`src/rtl/ccs_pkg.sv`:
```
package ccs_pkg;

    // ------------------------------------------------------------
    // instruction encodings
    // ------------------------------------------------------------
    localparam logic [5:0] CCS_OP_COMPLEMENT = 6'h07;  // 0001 11 d a
    localparam logic [6:0] CCS_OP_CMP_EQUAL  = 7'h31;  // 0110 001 a
    localparam logic [6:0] CCS_OP_CMP_GREAT  = 7'h32;  // 0110 010 a
    localparam logic [6:0] CCS_OP_CMP_LESS   = 7'h30;  // 0110 000 a

    // ------------------------------------------------------------
    // field positions in the instruction word
    // ------------------------------------------------------------
    localparam int CCS_OP6_HI   = 15;  // top of the six-bit opcode
    localparam int CCS_OP6_LO   = 10;  // bottom of the six-bit opcode
    localparam int CCS_OP7_LO   = 9;   // bottom of the seven-bit opcode
    localparam int CCS_DEST_BIT = 9;   // destination select
    localparam int CCS_ACC_BIT  = 8;   // access / banked select
    localparam int CCS_FREG_HI  = 7;   // register field top
    localparam int CCS_FREG_LO  = 0;   // register field bottom

    // ------------------------------------------------------------
    // addressing constants
    // ------------------------------------------------------------
    localparam logic [7:0] CCS_INDEX_MAX    = 8'h5F;  // last offset using indexed mode
    localparam logic [3:0] CCS_ACC_LO_BANK  = 4'h0;   // low access half lives in bank 0
    localparam logic [3:0] CCS_ACC_HI_BANK  = 4'hF;   // high access half is special regs
    localparam logic [3:0] CCS_PHASES       = 4'h4;   // phases per instruction cycle
    localparam logic [3:0] CCS_PHASES_TWO   = 4'h8;   // two nop cycles
    localparam logic [7:0] CCS_BYTE_RESET   = 8'h00;  // reset value for data registers
    localparam logic [11:0] CCS_ADDR_RESET  = 12'h000; // reset value for addresses

    // ------------------------------------------------------------
    // sequencer states, gray along decode -> write -> skip
    // ------------------------------------------------------------
    typedef enum logic [2:0] {
        CCS_IDLE  = 3'h0,
        CCS_DEC   = 3'h1,
        CCS_READ  = 3'h3,
        CCS_PROC  = 3'h2,
        CCS_WRITE = 3'h6,
        CCS_SKIP  = 3'h7
    } ccs_state_t;

    // ------------------------------------------------------------
    // data memory request carrier
    // ------------------------------------------------------------
    typedef struct packed {
        logic [11:0] addr;   // banked data memory address
        logic        rd;     // read strobe
        logic        wr;     // write strobe
        logic [7:0]  wdata;  // write data
    } ccs_mem_req_t;

    // accumulator and flag update carrier
    typedef struct packed {
        logic       acc_wr;    // write the working accumulator
        logic [7:0] acc_data;  // new accumulator value
        logic       flag_wr;   // update negative and zero
        logic       flag_n;    // negative flag value
        logic       flag_z;    // zero flag value
    } ccs_core_upd_t;

endpackage
```
`src/rtl/ccs_addr_gen.sv`:
```
`timescale 1ns/1ns
module ccs_addr_gen
(
    input  wire logic        ref_clk,
    input  wire logic        rst_n,
    input  wire logic        load,
    input  wire logic        access_sel,
    input  wire logic [7:0]  freg,
    input  wire logic        ext_set_en,
    input  wire logic [3:0]  bank_select_register,
    input  wire logic [11:0] index_base,
    output logic      [11:0] addr_q
);
    import ccs_pkg::*;

    logic [11:0] addr_d;  // address formed from operand bits

    // ------------------------------------------------------------
    // address formation
    // ------------------------------------------------------------
    always_comb
    begin
        if (access_sel)
        begin
            // banked: bank select register picks the page
            addr_d = {bank_select_register, freg};
        end
        else if (ext_set_en && (freg <= CCS_INDEX_MAX))
        begin
            // indexed literal offset from the index base
            addr_d = index_base + {4'h0, freg};
        end
        else if (freg <= CCS_INDEX_MAX)
        begin
            // low access half
            addr_d = {CCS_ACC_LO_BANK, freg};
        end
        else
        begin
            // high access half
            addr_d = {CCS_ACC_HI_BANK, freg};
        end
    end

    // registered so the memory sees a clean address in the read phase
    always_ff @(posedge ref_clk or negedge rst_n)
    begin
        if (!rst_n)
        begin
            addr_q <= CCS_ADDR_RESET;
        end
        else if (load)
        begin
            addr_q <= addr_d;
        end
    end

endmodule

```
`src/rtl/ccs_exec.sv`:
```
// Operation
// - complement writes inverted byte, sets N Z
// - destination bit picks accumulator or register
// - access bit picks access or banked
// - extended set, access, small offset: indexed
// - compares use unsigned subtraction, store nothing
// - equal compare skips when byte equals accumulator
// - greater compare skips when byte is greater
// - less compare skips when byte is less
// - skip discards fetch, adds one nop cycle
// - skipped two-word instruction makes three cycles
// - skip cycles do nothing, write nothing
`timescale 1ns/1ns
module ccs_exec
(
    input  wire logic                   ref_clk,
    input  wire logic                   rst_n,
    input  wire logic                   instr_valid,
    input  wire logic [15:0]            instr_word,
    input  wire logic                   next_two_word,
    input  wire logic                   ext_set_en,
    input  wire logic [3:0]             bank_select_register,
    input  wire logic [11:0]            index_base,
    input  wire logic [7:0]             working_accumulator,
    input  wire logic [7:0]             mem_rdata,
    output ccs_pkg::ccs_mem_req_t       mem_req,
    output ccs_pkg::ccs_core_upd_t      core_upd,
    output logic                        ready,
    output logic                        discard_fetch,
    output logic                        skip_nop,
    output logic                        done
);
    import ccs_pkg::*;

    // ------------------------------------------------------------
    // declarations
    // ------------------------------------------------------------
    ccs_state_t    state_q;        // sequencer state
    ccs_state_t    state_d;        // next sequencer state
    logic [15:0]   instr_q;        // held instruction
    logic          is_comp;        // complement opcode seen
    logic          is_eq;          // equal compare seen
    logic          is_gt;          // greater compare seen
    logic          is_lt;          // less compare seen
    logic          known;          // one of our four opcodes
    logic          take;           // instruction accepted this edge
    logic [11:0]   addr_q;         // operand address from generator
    logic [8:0]    diff;           // byte minus accumulator, with borrow
    logic          cond;           // skip condition of held compare
    logic [7:0]    inv;            // inverted operand byte
    logic          skip_q;         // skip decided in process phase
    logic          two_q;          // skipped word is two words long
    logic [3:0]    nop_cnt_q;      // phases left in skip cycles
    ccs_mem_req_t  mem_req_q;      // registered memory request
    ccs_core_upd_t core_upd_q;     // registered core update
    logic          ready_q;        // idle and able to take a word
    logic          discard_q;      // discard pulse
    logic          done_q;         // last phase pulse

    // ------------------------------------------------------------
    // decode
    // ------------------------------------------------------------
    // opcode match on the incoming word when idle, else held word
    logic [15:0] dec_word;
    assign dec_word = (state_q == CCS_IDLE) ? instr_word : instr_q;
    assign is_comp  = dec_word[CCS_OP6_HI:CCS_OP6_LO] == CCS_OP_COMPLEMENT;
    assign is_eq    = dec_word[CCS_OP6_HI:CCS_OP7_LO] == CCS_OP_CMP_EQUAL;
    assign is_gt    = dec_word[CCS_OP6_HI:CCS_OP7_LO] == CCS_OP_CMP_GREAT;
    assign is_lt    = dec_word[CCS_OP6_HI:CCS_OP7_LO] == CCS_OP_CMP_LESS;
    assign known    = is_comp | is_eq | is_gt | is_lt;
    // words for other instructions are left for other units
    // ready gate keeps the first edge after reset from taking a word
    assign take     = (state_q == CCS_IDLE) && ready_q && instr_valid && known;

    // ------------------------------------------------------------
    // data path
    // ------------------------------------------------------------
    // unsigned subtraction
    assign diff = {1'b0, mem_rdata} - {1'b0, working_accumulator};
    assign inv  = ~mem_rdata;

    always_comb
    begin
        if (is_eq)
        begin
            cond = (diff == 9'h000);
        end
        else if (is_gt)
        begin
            cond = !diff[8] && (diff != 9'h000);
        end
        else if (is_lt)
        begin
            cond = diff[8];
        end
        else
        begin
            cond = 1'b0;
        end
    end

    // ------------------------------------------------------------
    // operand address
    // ------------------------------------------------------------
    // formed at the take edge, so the read strobe already carries it
    // bank and indexed selection
    ccs_addr_gen u_addr
    (
        .ref_clk              (ref_clk),
        .rst_n                (rst_n),
        .load                 (take),
        .access_sel           (dec_word[CCS_ACC_BIT]),
        .freg                 (dec_word[CCS_FREG_HI:CCS_FREG_LO]),
        .ext_set_en           (ext_set_en),
        .bank_select_register (bank_select_register),
        .index_base           (index_base),
        .addr_q               (addr_q)
    );

    // ------------------------------------------------------------
    // sequencer
    // ------------------------------------------------------------
    always_comb
    begin
        state_d = state_q;
        unique case (state_q)
            CCS_IDLE:
            begin
                if (take)
                begin
                    state_d = CCS_DEC;
                end
            end
            CCS_DEC:   state_d = CCS_READ;
            CCS_READ:  state_d = CCS_PROC;
            CCS_PROC:  state_d = CCS_WRITE;
            CCS_WRITE:
            begin
                state_d = skip_q ? CCS_SKIP : CCS_IDLE;
            end
            CCS_SKIP:
            begin
                if (nop_cnt_q == 4'h1)
                begin
                    state_d = CCS_IDLE;
                end
            end
            default:   state_d = CCS_IDLE;
        endcase
    end

    // state register
    always_ff @(posedge ref_clk or negedge rst_n)
    begin
        if (!rst_n)
        begin
            state_q <= CCS_IDLE;
        end
        else
        begin
            state_q <= state_d;
        end
    end

    // instruction hold, taken in the idle cycle
    always_ff @(posedge ref_clk or negedge rst_n)
    begin
        if (!rst_n)
        begin
            instr_q <= 16'h0000;
        end
        else if (take)
        begin
            instr_q <= instr_word;
        end
    end

    // ------------------------------------------------------------
    // skip decision and nop counting
    // ------------------------------------------------------------
    // decided in process, since the byte is only valid then
    always_ff @(posedge ref_clk or negedge rst_n)
    begin
        if (!rst_n)
        begin
            skip_q <= 1'b0;
            two_q  <= 1'b0;
        end
        else if (state_q == CCS_PROC)
        begin
            skip_q <= cond;
            two_q  <= next_two_word;
        end
    end

    // phases of the nop cycles
    always_ff @(posedge ref_clk or negedge rst_n)
    begin
        if (!rst_n)
        begin
            nop_cnt_q <= 4'h0;
        end
        else if (state_q == CCS_WRITE)
        begin
            nop_cnt_q <= two_q ? CCS_PHASES_TWO : CCS_PHASES;
        end
        else if (state_q == CCS_SKIP)
        begin
            nop_cnt_q <= nop_cnt_q - 4'h1;
        end
    end

    // ------------------------------------------------------------
    // memory request
    // ------------------------------------------------------------
    always_ff @(posedge ref_clk or negedge rst_n)
    begin
        if (!rst_n)
        begin
            mem_req_q <= '0;
        end
        else
        begin
            mem_req_q.addr  <= (state_d == CCS_IDLE) ? CCS_ADDR_RESET : addr_q;
            mem_req_q.rd    <= (state_q == CCS_DEC);
            // write back to register when dest is one
            mem_req_q.wr    <= (state_q == CCS_PROC) && is_comp && instr_q[CCS_DEST_BIT];
            mem_req_q.wdata <= ((state_q == CCS_PROC) && is_comp) ? inv : CCS_BYTE_RESET;
        end
    end

    // ------------------------------------------------------------
    // accumulator and flags
    // ------------------------------------------------------------
    // compares never reach the flag strobe
    always_ff @(posedge ref_clk or negedge rst_n)
    begin
        if (!rst_n)
        begin
            core_upd_q <= '0;
        end
        else if ((state_q == CCS_PROC) && is_comp)
        begin
            core_upd_q.flag_wr  <= 1'b1;
            core_upd_q.flag_n   <= inv[7];
            core_upd_q.flag_z   <= (inv == CCS_BYTE_RESET);
            core_upd_q.acc_wr   <= !instr_q[CCS_DEST_BIT];
            core_upd_q.acc_data <= inv;
        end
        else
        begin
            // nothing written outside the write phase
            core_upd_q <= '0;
        end
    end

    // ------------------------------------------------------------
    // pipeline handshakes
    // ------------------------------------------------------------
    always_ff @(posedge ref_clk or negedge rst_n)
    begin
        if (!rst_n)
        begin
            ready_q   <= 1'b0;
            discard_q <= 1'b0;
            done_q    <= 1'b0;
        end
        else
        begin
            ready_q   <= (state_d == CCS_IDLE);
            discard_q <= (state_q == CCS_PROC) && cond;
            // done stands in the fourth phase of the last cycle
            done_q    <= ((state_q == CCS_PROC) && !cond)
                      || ((state_q == CCS_SKIP) && (nop_cnt_q == 4'h2));
        end
    end

    // nop phases flagged to the core
    always_ff @(posedge ref_clk or negedge rst_n)
    begin
        if (!rst_n)
        begin
            skip_nop <= 1'b0;
        end
        else
        begin
            skip_nop <= (state_d == CCS_SKIP);
        end
    end

    // ------------------------------------------------------------
    // outputs
    // ------------------------------------------------------------
    assign mem_req       = mem_req_q;
    assign core_upd      = core_upd_q;
    assign ready         = ready_q;
    assign discard_fetch = discard_q;
    assign done          = done_q;

endmodule

```
`config.mk`:
```
export PLATFORM = sky130hd
export DESIGN_NAME = ccs_exec
export DESIGN_NICKNAME = d
export VERILOG_FILES = /design/src/rtl/ccs_pkg.sv /design/src/rtl/ccs_addr_gen.sv /design/src/rtl/ccs_exec.sv
export SDC_FILE = /design/constraint.sdc
export NUM_CORES = 1
export LEC_CHECK = 0
export ABC_CLOCK_PERIOD_IN_PS = 3200
export BUFFER_PORTS_ARGS = -buffer_cell sky130_fd_sc_hd__buf_4
export CAP_MARGIN = 5
export CORE_MARGIN = 5
export CORE_UTILIZATION = 54
export DETAILED_ROUTE_END_ITERATION = 10
export PLACE_DENSITY = 0.81
export SYNTH_ARGS = -nofsm -noshare
export SYNTH_HDL_FRONTEND = slang
export SYNTH_SLANG_ARGS = --single-unit
```
`constraint.sdc`:
```
create_clock -name ref_clk -period 3.2 [get_ports ref_clk]
set_input_delay 0.32 -clock ref_clk [delete_from_list [all_inputs] [get_ports ref_clk]]
set_output_delay 0.32 -clock ref_clk [all_outputs]
set_load 0.02 [all_outputs]
```
**Word-level counts from Yosys, hierarchy flattened**

Cells that the tools add are included.

- Output and inout bits: 38
- Memories: 0
- Logic and storage cells: 76
- Bits in read-only memories: 0
- Bits of input ports: 53
- Memory bits (writable): 0
- Register bits: 75
- Latch bits: 0

- Multiply operators: 0
- Shift-type cells: 0
- Bitwise gates (word level): 4
- Multiplexer cells: 17
- Magnitude comparators: 1
- Equality and inequality tests: 12
- Divide/modulo/power cells: 0
- Reduce and logical (&&, ||, !) cells: 20
- $add $sub $neg: 3

Operator list:

| kind | count |
|---|---|
| two-way mux 12 bit | 5 |
| equality test 7 x 6 -> 1 bit, second input constant | 3 |
| one-hot mux 3 bit (6 select lines) | 1 |
| two-way mux 16 bit | 1 |
| adder 12 x 8 -> 12 bit | 1 |
| two-way mux 4 bit | 3 |
| logical AND 1 bit | 10 |
| equality test 3 bit, second input constant | 3 |
| logical NOT 9 bit | 1 |
| two-way mux 3 bit | 3 |
| nonzero test 9 bit | 1 |
| subtractor 8 x 8 -> 9 bit | 1 |
| <= comparator 8 x 7 -> 1 bit, second input constant | 1 |
| logical NOT 8 bit | 1 |
| two-way mux 8 bit | 1 |
| inverter 8 bit | 1 |
| equality test 3 x 2 -> 1 bit, second input constant | 2 |
| equality test 6 x 3 -> 1 bit, second input constant | 1 |
| logical NOT 3 bit | 2 |
| equality test 4 x 1 -> 1 bit, second input constant | 1 |
| equality test 4 x 2 -> 1 bit, second input constant | 1 |
| subtractor 4 x 1 -> 4 bit, second input constant | 1 |
| equality test 3 x 1 -> 1 bit, second input constant | 1 |
| logical NOT 1 bit | 3 |
| other kinds (4) | 8 |

**Logic depth before layout (Yosys ltp)**

- Depth in word-level cells: 11
- Mapped depth: 13
- Gate-level depth less buffers: 11

**Hierarchy**

Synthesis repeated with hierarchy kept, for this count alone.

- Cell total of the unflattened synthesis: 400
- Area total of the unflattened synthesis: 3,741.1 um^2

Modules (own cells, without submodules):

| module | times used | area an instance (um^2) | seq. area each (um^2) | cells an instance |
|---|---|---|---|---|
| ccs_exec | 1 | 2,656.3 | 1,351.3 | 265 |
| ccs_addr_gen | 1 | 1,084.8 | 300.3 | 135 |

**Least setup slack after synthesis**

OpenSTA, ideal clock, no wires.

- Path kind: reg-to-reg
- Start point: reg state_q[0]
- End point: reg u_addr.addr_q[8]
- Buffers on the path: 2
- Arrival time: 2.671 ns
- Library setup time: 0.096 ns
- Data required time: 3.104 ns
- Stages on the path, launching flop included: 14
- Setup slack: 0.433 ns
- Clock period less this slack: 2.767 ns
- Cell sequence: dfrtp_1 -> buf_2 -> or3_1 -> clkbuf_1 -> nand2_1 -> nand2_1 -> ha_1 -> fa_1 -> a21oi_1 -> a2bb2oi_1 -> a21oi_1 -> xor2_1 -> a21oi_1 -> o31ai_1

- Cells in the longest elaborated chain, start to end: 7
- Elaborated cells between the ends (all ways): 18
- Classes of those cells: add/sub: 1; order compare: 1; eq/ne: 4; mux: 4; bitwise: 3; reduce/logical: 5

Ends and longest elaborated chain:

| element | line | RTL |
|---|---|---|
| from (decl) | ccs_exec.sv:38 | `ccs_state_t state_q;` |
| from (signal assigned) | ccs_exec.sv:161 | `state_q <= state_d;` |
| logical NOT 3 bit (*) | ccs_exec.sv:65, ccs_exec.sv:73 |  |
| parallel branches: the longest is 6 deep, another holds adder 12 x 8 -> 12 bit | n/a |  |
| to (signal assigned) | ccs_addr_gen.sv:54 | `addr_q <= addr_d;` |
| to (decl) | ccs_addr_gen.sv:12 | `output logic [11:0] addr_q` |

Mark *: on every way between the ends.
A chain may end at the register's enable or synchronous reset.

**Worst setup path after layout**

- Start point: reg state_q[2]
- End point: reg u_addr.addr_q[8]

The elaborated chain is that of the path after synthesis.

==> run metrics <==
total die area=approximately 8600 µm²; Period Utilization, post-route=just over 90%; top cell type's share of synthesized area=approximately 45%; first-pass GRT wire length=around 15 mm; layout cell share with drive strength beyond 1=between 20% and 30%; Max-Slew Margin vs Limit=between 40% and 50%; GRT Total Usage=between 20% and 30%; CP required=approximately 3.5 ns; YS warnings=0; status=completed; synth unique cells=52; worst-path fanout max=10; DP Wirelength=just under 7 mm; overall power=0.00344 W; crit start category=register; power per standard cell area=around 750 nW/µm²; DR top layer=met4; final hold violation count=0; Worst Setup End Kind=register; RD Place Congestion=approximately 0.84; fin util=68.5%; pre-CTS setup slack=between 0.3 and 0.4 ns; Syn Area/Cell=~9.2 µm²; Post-Syn Nets=between 400 and 500; Reg clk slew, reported paths=0.08 ns; Setup Viol. Count Final=0; Cells after Synth=just over 400; die width=roughly 93 µm; Hold Path Class=in2async; RSZ-0062 raised after global routing=false; First-pass DRT Iterations=4; Setup TNS=0 ns; initial drt markers=between 90 and 100; Post-synth EDFFs=0; via count of the first global-routing pass=just over 3k; fin crit period=2.91 ns; antenna-violating nets left=0; worst path arrival time=between 3 and 4 ns; worst slew pin tran=approximately 0.8 ns; clk_lat worst skew=0.35 ns; Die Y=about 93 µm; Post-layout nets=563; Core Footprint=6720 µm²; CTS Sinks=66; remaining routing DRC violations=0; Slew Limit Fails=0; Primary FF master, synth=dfrtp_1; Via density=roughly 5.5; initial antenna violation count=0; total wire length=roughly 9 mm; skew final=0.0104 ns; Vias=3,188; IO Port Bufs=90; Seq/Total Area, Yosys=between 40% and 50%; asr flop ratio synth=100%; met2 routed WL=roughly 4.3 mm; CTS tree=done; TritonCTS buffer count=9; dominant cells by area after synthesis=dfrtp_1, nand2_1, ha_1; area of the mapped netlist=between 3000 and 4000 µm²; Peak supply drop=approximately 0.0004 V; CTS max path bufs=2; Hold WS=0.0563 ns; clk root buf=clkbuf_8; H-Tree Depth=3; met3 routed WL=about 570 µm; Layout area overhead=24.2%; n_diodes=0; largest net degree at the start of global routing=67; post-DR wirelength/cell=between 15 and 20 µm; top cell type by total area after synthesis=dfrtp_1; Crit Path Category=reg2reg; total gr overflow=0; static leakage=2.36 nW; num rows=30; fmax=344 MHz; Initial Utilization=between 50% and 60%; I/O Pins=a little over 90; M1 WL=roughly 3.8 mm; Seq cells post-synth=66; fin worst setup slack=between 0.2 and 0.3 ns; max-cap violations=0; R2R depth=11; hold buffer count at cts=0
[final cells by class]
type | count | area [µm²]
Fill cell | 528 | 2120
Inverter | 17 | 63.8
Clock buffer | 9 | 124
Tap cell | 80 | 100
Clock inverter | 7 | 70.1
Timing Repair Buffer | 97 | 728
Multi-Input combinational cell | 299 | 1860
Sequential cell | 66 | 1650
[power by group]
| group | internal (W) | total (W) | switching, W |
|---|---|---|---|
| combinational | 0.000637 | 0.00152 | 0.000882 |
| sequential | 0.00107 | 0.00123 | 0.000159 |
| clock | 0.000358 | 0.000688 | 0.000331 |
[registers in the layout (all words and copies together) (netlist names), 3 cells and up]
| name | cells |
|---|---|
| core_upd | 11 |
| instr_q | 16 |
| mem_req | 14 |
| nop_cnt_q | 4 |
| state_q | 3 |
| u_addr.addr_q | 12 |
[worst paths after layout]
check / startpoint / endpoint / slack (ns)
worst max-delay path: state_q[2] / u_addr.addr_q[8] / 0.29
worst min-delay path: rst_n / nop_cnt_q[3] / 0.06
worst max register to register: state_q[2] / u_addr.addr_q[8] / 0.29
worst min register to register: u_addr.addr_q[8] / u_addr.addr_q[8] / 0.47
max in group asynchronous: rst_n / u_addr.addr_q[11] / 2.61
min in group ref_clk: mem_rdata[0] / core_upd[3] / 0.13
[placed cells by master, fill, tap and decap left out, types with 3 or more instances in the layout]
| master | instances |
|---|---|
| buf_4 | 97 |
| nand2_1 | 88 |
| dfrtp_1 | 66 |
| nor2_1 | 23 |
| o21ai_0 | 21 |
| ha_1 | 19 |
| a21oi_1 | 18 |
| inv_1 | 17 |
| nor2b_1 | 17 |
| clkbuf_8 | 9 |
| nor3_1 | 8 |
| o211ai_1 | 8 |
| nand3_1 | 8 |
| o21a_1 | 7 |
| xnor2_1 | 7 |
| or3_1 | 6 |
| and2_1 | 6 |
| mux2i_1 | 6 |
| nand4_1 | 6 |
| o31ai_1 | 4 |
| o31a_1 | 4 |
| o211a_1 | 3 |
| clkinv_2 | 3 |
[logic make-up (layout without fill, tap and decap cells)]
family / after synthesis / in the layout / share of synthesized area, %
and+or+nand+nor: 177 / 177 / 22.5
xor gates and xnor gates: 9 / 9 / 2.13
AOI/OAI and AO/OA: 86 / 86 / 16.7
DFF: 66 / 66 / 44.6
buffers and inverters: 40 / 130 / 5.23
adders and majority gates: 20 / 20 / 6.95
muxes: 7 / 7 / 1.89
[synthesized netlist by cell type (6+ instances only)]
library cell,number
o21ai_0,21
a21oi_1,18
o21a_1,7
nand2_1,88
buf_4,10
dfrtp_1,66
xnor2_1,7
and2_1,6
nand4_1,6
mux2i_1,7
nor2b_1,17
inv_1,17
or3_1,6
ha_1,19
o211ai_1,8
nor3_1,8
nand3_1,8
clkbuf_1,8
nor2_1,23
[stage by stage]
stage	instances	cell area (µm²)
6_report	575	4600
5_1_grt	575	4600
4_1_cts	575	4600
3_5_place_dp	559	4400
3_3_place_gp	559	4400
2_1_floorplan	405	3710
[worst max-delay path: stages, from the launching register on]
cell and delay (ns):
dfrtp_1 0.47, or3_1 0.50, nand2_1 0.12, nand2_1 0.08
ha_1 0.22, fa_1 0.41, a21oi_1 0.19, a2bb2oi_1 0.26
a21oi_1 0.12, xor2_1 0.14, a21oi_1 0.08, o31ai_1 0.23
[routing by layer]
layer,global-route usage (%),up-vias
li1,-,1564
met1,27.6,1523
met2,35.8,92
met3,4.79,9
met4,5.49,0
met5,0,-
[repair_timing]
action                                  in CTS  in global routing
gates resized for setup                      0                  1
endpoints found under the setup margin       0                  1
setup buffers                                0                  0
(Power assumes the default switching activity.)
